$ cat config.mk
export PLATFORM = sky130hd
export DESIGN_NAME = dmscp_port
export DESIGN_NICKNAME = d
export VERILOG_FILES = /design/src/logic/dmscp_port.v
export VERILOG_INCLUDE_DIRS = /design/src /design/src/logic
export SDC_FILE = /design/constraint.sdc
export NUM_CORES = 1
export LEC_CHECK = 0
export ABC_AREA = 1
export ABC_CLOCK_PERIOD_IN_PS = 2700
export BUFFER_PORTS_ARGS = -buffer_cell sky130_fd_sc_hd__buf_2
export CAP_MARGIN = 25
export CORE_MARGIN = 2
export CORE_UTILIZATION = 60
export DETAILED_ROUTE_END_ITERATION = 7
export GPL_ROUTABILITY_DRIVEN = 0
export PLACE_DENSITY = 0.81
export SETUP_SLACK_MARGIN = 0.1
export SYNTH_ARGS = -nofsm -noshare
export SYNTH_HDL_FRONTEND = slang
export SYNTH_SLANG_ARGS = --single-unit
$ cat constraint.sdc
create_clock -name clk -period 2.7 [get_ports clk]
set_input_delay 0.54 -clock clk [delete_from_list [all_inputs] [get_ports clk]]
set_output_delay 0.54 -clock clk [all_outputs]
set_load 0.01 [all_outputs]
$ cat src/logic/dmscp_map.vh
`ifndef DMSCP_MAP_VH
`define DMSCP_MAP_VH

// Own 2-wire slave address, upper six bits; the low bit comes from the strap
`define DMSCP_SLAVE_ADDR_HI    6'h0e
// Register index whose write returns all registers to defaults
`define DMSCP_REG_SW_RESET     16'h0000
// Width of a register index and of a register value
`define DMSCP_IDX_W            16
`define DMSCP_DATA_W           16
// Bits in one 3-wire frame
`define DMSCP_FRAME_W          32

// Reset values
`define DMSCP_PIN_RST          4'hf
`define DMSCP_IDX_RST          16'h0000

// Core clock period and least power-on hold time
`define DMSCP_CLK_PERIOD_NS    10
`define DMSCP_POR_TIME_NS      6000
// Least time rounds up to whole cycles
`define DMSCP_POR_CYCLES       ((`DMSCP_POR_TIME_NS + `DMSCP_CLK_PERIOD_NS - 1) / `DMSCP_CLK_PERIOD_NS)

// Byte position within a 2-wire write
`define DMSCP_WB_IDX_HI        2'd0
`define DMSCP_WB_IDX_LO        2'd1
`define DMSCP_WB_DAT_HI        2'd2
`define DMSCP_WB_DAT_LO        2'd3

`endif

$ cat src/logic/dmscp_port.v
`timescale 1ns/1ns
`default_nettype none
`include "dmscp_map.vh"

module dmscp_port (
    input  wire        clk,
    input  wire        srst,
    input  wire        mode_strap,
    input  wire        select_addr_strap,
    input  wire        scl_in,
    input  wire        sda_in,
    output wire        sda_out,
    output wire        sda_oe,
    output wire [15:0] reg_rd_idx,
    input  wire [15:0] reg_rd_data,
    output wire        reg_wr,
    output wire [15:0] reg_wr_idx,
    output wire [15:0] reg_wr_data,
    output wire        sw_reset,
    output wire        por_done
);

    localparam [2:0] ST_IDLE = 3'd0;
    localparam [2:0] ST_ADDR = 3'd1;
    localparam [2:0] ST_AACK = 3'd2;
    localparam [2:0] ST_WRX  = 3'd3;
    localparam [2:0] ST_WACK = 3'd4;
    localparam [2:0] ST_TX   = 3'd5;
    localparam [2:0] ST_TACK = 3'd6;
    localparam [2:0] ST_IGN  = 3'd7;
    localparam [31:0]  POR_LAST32 = `DMSCP_POR_CYCLES - 1;
    localparam [9:0]   POR_LAST = POR_LAST32[9:0];
    // Pin index within the synchroniser vectors
    localparam MODE_B = 3;
    localparam CS_B   = 2;
    localparam SCL_B  = 1;
    localparam SDA_B  = 0;

    reg  [3:0]  sy1_r;
    reg  [3:0]  sy2_r;
    reg  [3:0]  sy3_r;
    reg  [3:0]  filt_r;
    reg  [3:0]  prev_r;
    wire [3:0]  agree;
    wire        scl_rise;
    wire        scl_fall;
    wire        sda_rise;
    wire        sda_fall;
    wire        cs_rise;
    wire        two_wire;
    wire        start_det;
    wire        stop_det;
    wire [6:0]  own_addr;
    reg  [2:0]  state_r;
    reg  [3:0]  bit_cnt_r;
    reg  [7:0]  rx_sh_r;
    reg  [7:0]  tx_sh_r;
    reg         rw_r;
    reg  [1:0]  wbyte_r;
    reg         byte_sel_r;
    reg  [15:0] idx_r;
    reg  [7:0]  dat_hi_r;
    reg  [15:0] hold_r;
    reg         ack_seen_r;
    reg         sda_low_r;
    reg  [31:0] frame_r;
    reg         wr_r;
    reg  [15:0] wr_idx_r;
    reg  [15:0] wr_data_r;
    reg         swr_r;
    reg  [9:0]  por_cnt_r;
    reg         por_done_r;
    reg         wr_req;
    reg  [15:0] wr_req_idx;
    reg  [15:0] wr_req_data;

    // Three-stage pin capture; a level counts once stages two and three agree
    always @(posedge clk) begin
        if (srst) begin
            sy1_r  <= `DMSCP_PIN_RST;
            sy2_r  <= `DMSCP_PIN_RST;
            sy3_r  <= `DMSCP_PIN_RST;
            filt_r <= `DMSCP_PIN_RST;
            prev_r <= `DMSCP_PIN_RST;
        end else begin
            sy1_r  <= {mode_strap, select_addr_strap, scl_in, sda_in};
            sy2_r  <= sy1_r;
            sy3_r  <= sy2_r;
            filt_r <= (sy2_r & agree) | (filt_r & ~agree);
            prev_r <= filt_r;
        end
    end

    assign agree    = ~(sy2_r ^ sy3_r);
    assign scl_rise = filt_r[SCL_B] & ~prev_r[SCL_B];
    assign scl_fall = ~filt_r[SCL_B] & prev_r[SCL_B];
    assign sda_rise = filt_r[SDA_B] & ~prev_r[SDA_B];
    assign sda_fall = ~filt_r[SDA_B] & prev_r[SDA_B];
    assign cs_rise  = filt_r[CS_B] & ~prev_r[CS_B];
    assign two_wire = filt_r[MODE_B];
    assign start_det = two_wire & sda_fall & filt_r[SCL_B] & prev_r[SCL_B];
    assign stop_det  = two_wire & sda_rise & filt_r[SCL_B] & prev_r[SCL_B];
    // strap picks the address low bit
    assign own_addr  = {`DMSCP_SLAVE_ADDR_HI, filt_r[CS_B]};

    // Power-on hold; counts from reset release, no timeout elsewhere
    // power-on hold
    always @(posedge clk) begin
        if (srst) begin
            por_cnt_r  <= 10'h000;
            por_done_r <= 1'b0;
        end else if (!por_done_r) begin
            por_cnt_r  <= por_cnt_r + 10'h001;
            por_done_r <= (por_cnt_r == POR_LAST);
        end
    end

    // Two-wire slave engine; sample on clock rise, change data on clock fall
    always @(posedge clk) begin
        if (srst) begin
            state_r    <= ST_IDLE;
            bit_cnt_r  <= 4'h0;
            rx_sh_r    <= 8'h00;
            tx_sh_r    <= 8'h00;
            rw_r       <= 1'b0;
            wbyte_r    <= `DMSCP_WB_IDX_HI;
            byte_sel_r <= 1'b0;
            idx_r      <= `DMSCP_IDX_RST;
            dat_hi_r   <= 8'h00;
            hold_r     <= 16'h0000;
            ack_seen_r <= 1'b0;
            sda_low_r  <= 1'b0;
        end else if (!two_wire || stop_det) begin
            state_r   <= ST_IDLE;
            sda_low_r <= 1'b0;
        end else if (start_det) begin
            state_r   <= ST_ADDR;
            bit_cnt_r <= 4'h0;
            sda_low_r <= 1'b0;
        end else if (scl_rise) begin
            // Receive path and host acknowledge sampling
            if (state_r == ST_ADDR || state_r == ST_WRX) begin
                rx_sh_r   <= {rx_sh_r[6:0], filt_r[SDA_B]};
                bit_cnt_r <= bit_cnt_r + 4'h1;
            end else if (state_r == ST_TACK) begin
                ack_seen_r <= ~filt_r[SDA_B];
            end
        end else if (scl_fall) begin
            case (state_r)
                ST_ADDR: begin
                    if (bit_cnt_r == 4'h8) begin
                        if (rx_sh_r[7:1] == own_addr) begin
                            sda_low_r <= 1'b1;
                            rw_r      <= rx_sh_r[0];
                            state_r   <= ST_AACK;
                        end else begin
                            state_r <= ST_IGN;
                        end
                    end
                end
                ST_AACK: begin
                    bit_cnt_r <= 4'h0;
                    if (rw_r) begin
                        hold_r     <= reg_rd_data;
                        tx_sh_r    <= {reg_rd_data[14:8], 1'b0};
                        sda_low_r  <= ~reg_rd_data[15];
                        bit_cnt_r  <= 4'h1;
                        byte_sel_r <= 1'b0;
                        state_r    <= ST_TX;
                    end else begin
                        sda_low_r <= 1'b0;
                        wbyte_r   <= `DMSCP_WB_IDX_HI;
                        state_r   <= ST_WRX;
                    end
                end
                ST_WRX: begin
                    if (bit_cnt_r == 4'h8) begin
                        sda_low_r <= 1'b1;
                        state_r   <= ST_WACK;
                        case (wbyte_r)
                            `DMSCP_WB_IDX_HI: begin
                                idx_r[15:8] <= rx_sh_r;
                                wbyte_r     <= `DMSCP_WB_IDX_LO;
                            end
                            `DMSCP_WB_IDX_LO: begin
                                idx_r[7:0] <= rx_sh_r;
                                wbyte_r    <= `DMSCP_WB_DAT_HI;
                            end
                            `DMSCP_WB_DAT_HI: begin
                                dat_hi_r <= rx_sh_r;
                                wbyte_r  <= `DMSCP_WB_DAT_LO;
                            end
                            default: begin
                                // Later words go to following indices
                                idx_r   <= idx_r + 16'h0001;
                                wbyte_r <= `DMSCP_WB_DAT_HI;
                            end
                        endcase
                    end
                end
                ST_WACK: begin
                    sda_low_r <= 1'b0;
                    bit_cnt_r <= 4'h0;
                    state_r   <= ST_WRX;
                end
                ST_TX: begin
                    if (bit_cnt_r == 4'h8) begin
                        sda_low_r <= 1'b0;
                        state_r   <= ST_TACK;
                    end else begin
                        sda_low_r <= ~tx_sh_r[7];
                        tx_sh_r   <= {tx_sh_r[6:0], 1'b0};
                        bit_cnt_r <= bit_cnt_r + 4'h1;
                    end
                end
                ST_TACK: begin
                    if (ack_seen_r) begin
                        bit_cnt_r <= 4'h1;
                        state_r   <= ST_TX;
                        if (!byte_sel_r) begin
                            tx_sh_r    <= {hold_r[6:0], 1'b0};
                            sda_low_r  <= ~hold_r[7];
                            byte_sel_r <= 1'b1;
                            idx_r      <= idx_r + 16'h0001;
                        end else begin
                            hold_r     <= reg_rd_data;
                            tx_sh_r    <= {reg_rd_data[14:8], 1'b0};
                            sda_low_r  <= ~reg_rd_data[15];
                            byte_sel_r <= 1'b0;
                        end
                    end else begin
                        // bus left released until stop or start
                        state_r <= ST_IGN;
                    end
                end
                default: begin
                    sda_low_r <= 1'b0;
                end
            endcase
        end
    end

    // Three-wire holding register; no bit count, only the last 32 bits matter
    // waits through pauses
    always @(posedge clk) begin
        if (srst) begin
            frame_r <= 32'h00000000;
        end else if (!two_wire && !filt_r[CS_B] && scl_rise) begin
            frame_r <= {frame_r[30:0], filt_r[SDA_B]};
        end
    end

    // Write request from either mode, decided combinationally
    always @* begin
        wr_req      = 1'b0;
        wr_req_idx  = idx_r;
        wr_req_data = {dat_hi_r, rx_sh_r};
        if (two_wire) begin
            // data word complete on its second byte
            wr_req = scl_fall && (state_r == ST_WRX) && (bit_cnt_r == 4'h8)
                     && (wbyte_r == `DMSCP_WB_DAT_LO);
        end else begin
            wr_req      = cs_rise;
            wr_req_idx  = frame_r[31:16];
            wr_req_data = frame_r[15:0];
        end
    end

    // Register write strobe; dropped while power-on hold is active
    always @(posedge clk) begin
        if (srst) begin
            wr_r      <= 1'b0;
            swr_r     <= 1'b0;
            wr_idx_r  <= 16'h0000;
            wr_data_r <= 16'h0000;
        end else begin
            wr_r  <= wr_req & por_done_r;
            swr_r <= wr_req & por_done_r & (wr_req_idx == `DMSCP_REG_SW_RESET);
            if (wr_req && por_done_r) begin
                wr_idx_r  <= wr_req_idx;
                wr_data_r <= wr_req_data;
            end
        end
    end

    // open-drain data only; clock line has no driver here
    assign sda_out     = 1'b0;
    assign sda_oe      = sda_low_r;
    assign reg_rd_idx  = idx_r;
    assign reg_wr      = wr_r;
    assign reg_wr_idx  = wr_idx_r;
    assign reg_wr_data = wr_data_r;
    assign sw_reset    = swr_r;
    assign por_done    = por_done_r;

endmodule // dmscp_port
`default_nettype wire

==> results by group <==
Power and ir drop
  • Worst VDD drop: 0.000362 V
  • Leakage: 3.77 nW
  • Final Power: between 4 and 5 mW
  • PwrDens: ~550 nW/um^2

Route
  • 1st-pass router iterations: 5
  • Remaining antenna violation count: 0
  • Aggregate routed wire length: 17300 um
  • Wire length per cell: 13.3 um
  • Drc violations: 0
  • Avg Vias per Cell: 5.40
  • 1st-iter DRT viols: 657
  • Met2 WL: 7650 um
  • Met1 wire length: 7960 um
  • Met3 routed WL: 1320 um
  • Max Used Layer: met4
  • Via count: 7031

Final layout
  • Layout Nets: 1156
  • Commonest non-fill, non-tap cell in the layout: nor2_1
  • Commonest cells after routing, fill and taps aside: nor2_1, nand2_1, dfxtp_1
  • Antenna diodes: 0
  • Share of cells above drive strength 1: between 10 and 15%
  • Fill cells: 1065
  • Area grow syn2layout: 12.6%
  • Finished Core Util: 69.7%

Setup path
  • Worst Setup Start Kind: flop
  • Path type of the worst setup path: reg -> reg
  • RR Startpoint: bit_cnt_r[0]$_SDFFE_PP0P_
  • CP endpoint kind: flop
  • Data required, critical path: 3.06 ns
  • Crit path from: bit_cnt_r[0]$_SDFFE_PP0P_
  • CP Max Fanout: 29
  • CP arrival: around 2.5 ns

Placed design
  • Post-place setup slack: about 0.61 ns
  • Hpwl dp: 11800 um
  • I/O Buffers: 73

STA
  • Final hold vios: 0
  • Period Utilization, post-route: slightly below 80%
  • Hold slack: around 0.30 ns
  • Achievable frequency: 477 MHz
  • Setup_tns: 0 ns
  • # setup viols final: 0
  • Unrepaired setup endpoints after global routing: false
  • Worst clock skew: 0.00696 ns
  • Slew HR: 53.3%
  • Final min period: 2.10 ns
  • Final slew viol count: 0
  • Measured slew at the worst slew-check pin: roughly 0.7 ns
  • Final Worst Setup Slack: a little over 0.6 ns

Floorplanning
  • Starting Density: 61.9%
  • DIE AREA: 13300 sq um
  • Row Count: 40
  • Core Area: about 12000 sq um
  • Die height: 116 um
  • IO Pins: 75
  • DIE WIDTH: 116 um

CTS
  • Post-cts resize count: 0
  • CTS tree: built
  • H-tree depth: 4
  • Post-CTS Setup Repair Bufs: 0
  • Total CTS buffers: 17
  • CTS Hold Bufs: 0
  • Clk_lat worst skew: between 0.4 and 0.5 ns
  • Longest Clk Path Bufs: 2
  • Clock slew at reported path FFs: 0.06 ns
  • Clock Sinks: 156
  • Root Driver: clkbuf_16

Yosys
  • Synth Area per Inst: 6.97 sq um
  • Synth Instances: about 1100
  • Synth Register Bits: 156
  • Yosys warns: 0
  • Count of different cell masters after synthesis: 37
  • Sequential share of the synthesized area: 41.8%
  • Syn nets: around 1100
  • Post-Syn Area: 7460 sq um

Worst hold path
  • Hold crit path type: in -> reg
  • Hold Startpoint: scl_in

Global route
  • Largest net degree at the start of global routing: 92
  • GRT Overall Usage: 26.6%
  • Vias in the first global route: 5932
  • Initial antenna violation count: 0
  • First-pass GRT wire length: around 28000 um
  • Grt total ovfl: 0

Run status
  • Status: finished, final reports clean

Run
  • Max cap viols: 0
-- synthesized netlist by cell type, drive strengths merged --
library cell  number  area [sq um]
or2                9          56.3
xor2               4          35.0
o21bai             1          7.51
nor2             222           878
clkbuf            23          86.3
a31oi              2          12.5
a21oi             74           370
or3                1          6.26
o21a               1          7.51
nand4             13          81.3
dfxtp            156          3120
ha                10           125
nand2            211           832
conb               1          3.75
buf               25           184
mux2i              1          10.0
nand3             47           265
o21ai            132           661
nor4               2          12.5
o22ai              6          37.5
o211ai             1          7.51
mux2              16           180
nor3              18           113
nand3b             2          15.0
inv               93           354
-- registers in the layout (all words and copies together) (netlist names), 7 cells and up, named ones only --
signal,flops
reg_rd_idx,16
reg_wr_data,16
dat_hi_r,8
rx_sh_r,8
por_cnt_r,10
hold_r,8
reg_wr_idx,16
frame_r,32
tx_sh_r,7
-- critical path: stages, from the launching register on --
cell and delay [ns]:
dfxtp_1 0.35, inv_1 0.07, ha_1 0.13, nand3_1 0.23
nor2_2 0.21, nand4_1 0.10, nand2_1 0.08, nand2_2 0.06
inv_2 0.37, buf_4 0.27, nor2_1 0.05, nor2_1 0.09
-- routing by layer --
| layer | global-route usage, % | up-vias |
|---|---|---|
| met4 | 10.2 | 0 |
| met3 | 4.97 | 35 |
| li1 | - | 3564 |
| met2 | 41.0 | 290 |
| met1 | 37.1 | 3142 |
| met5 | 0 | - |
-- cell type report --
type / count / area, sq um / area share, %
Clock buffer: 25 / 515 / 6.13
Clock inverter: 5 / 33.8 / 0.402
Inverter: 93 / 354 / 4.21
Multi-Input combinational cell: 774 / 3720 / 44.3
Sequential cell: 156 / 3120 / 37.2
Tap cell: 168 / 210 / 2.50
Timing Repair Buffer: 82 / 445 / 5.30
-- kinds of logic (layout without fill, tap and decap cells) --
group                      count (synthesis)  in the layout  synth area share [%]
AOI/OAI and AO/OA                        217            217                  14.8
xor gates and xnor gates                   4              4                 0.469
adders and majority gates                 10             10                  1.68
buffers and inverters                    141            205                  8.36
DFF                                      156            156                  41.8
muxes                                     17             17                  2.55
other                                      1              1                0.0502
and+or+nand+nor                          525            525                  30.3
-- power breakdown --
group          switching [mW]  internal (mW)
clock network           0.889           1.31
logic                  0.0672         0.0398
registers             0.00522           2.31
-- per-stage QoR --
| stage | std cells | instance area [sq um] |
|---|---|---|
| after detailed placement | 1273 | 7860 |
| final | 1303 | 8410 |
| after global placement | 1273 | 7860 |
| after CTS | 1303 | 8410 |
| after floorplan | 1071 | 7460 |
| after global routing | 1303 | 8410 |
-- final timing paths --
path	to	slack, ns	cells after the start
hold / removal	sy1_r[1]$_SDFF_PP1_	0.30	2
setup reg to reg	reg_wr_idx[11]$_SDFFE_PP0P_	0.60	11
setup / recovery	reg_wr_idx[11]$_SDFFE_PP0P_	0.60	11
hold reg to reg	sy2_r[0]$_SDFF_PP1_	0.41	1
(Power assumes the default switching activity.)
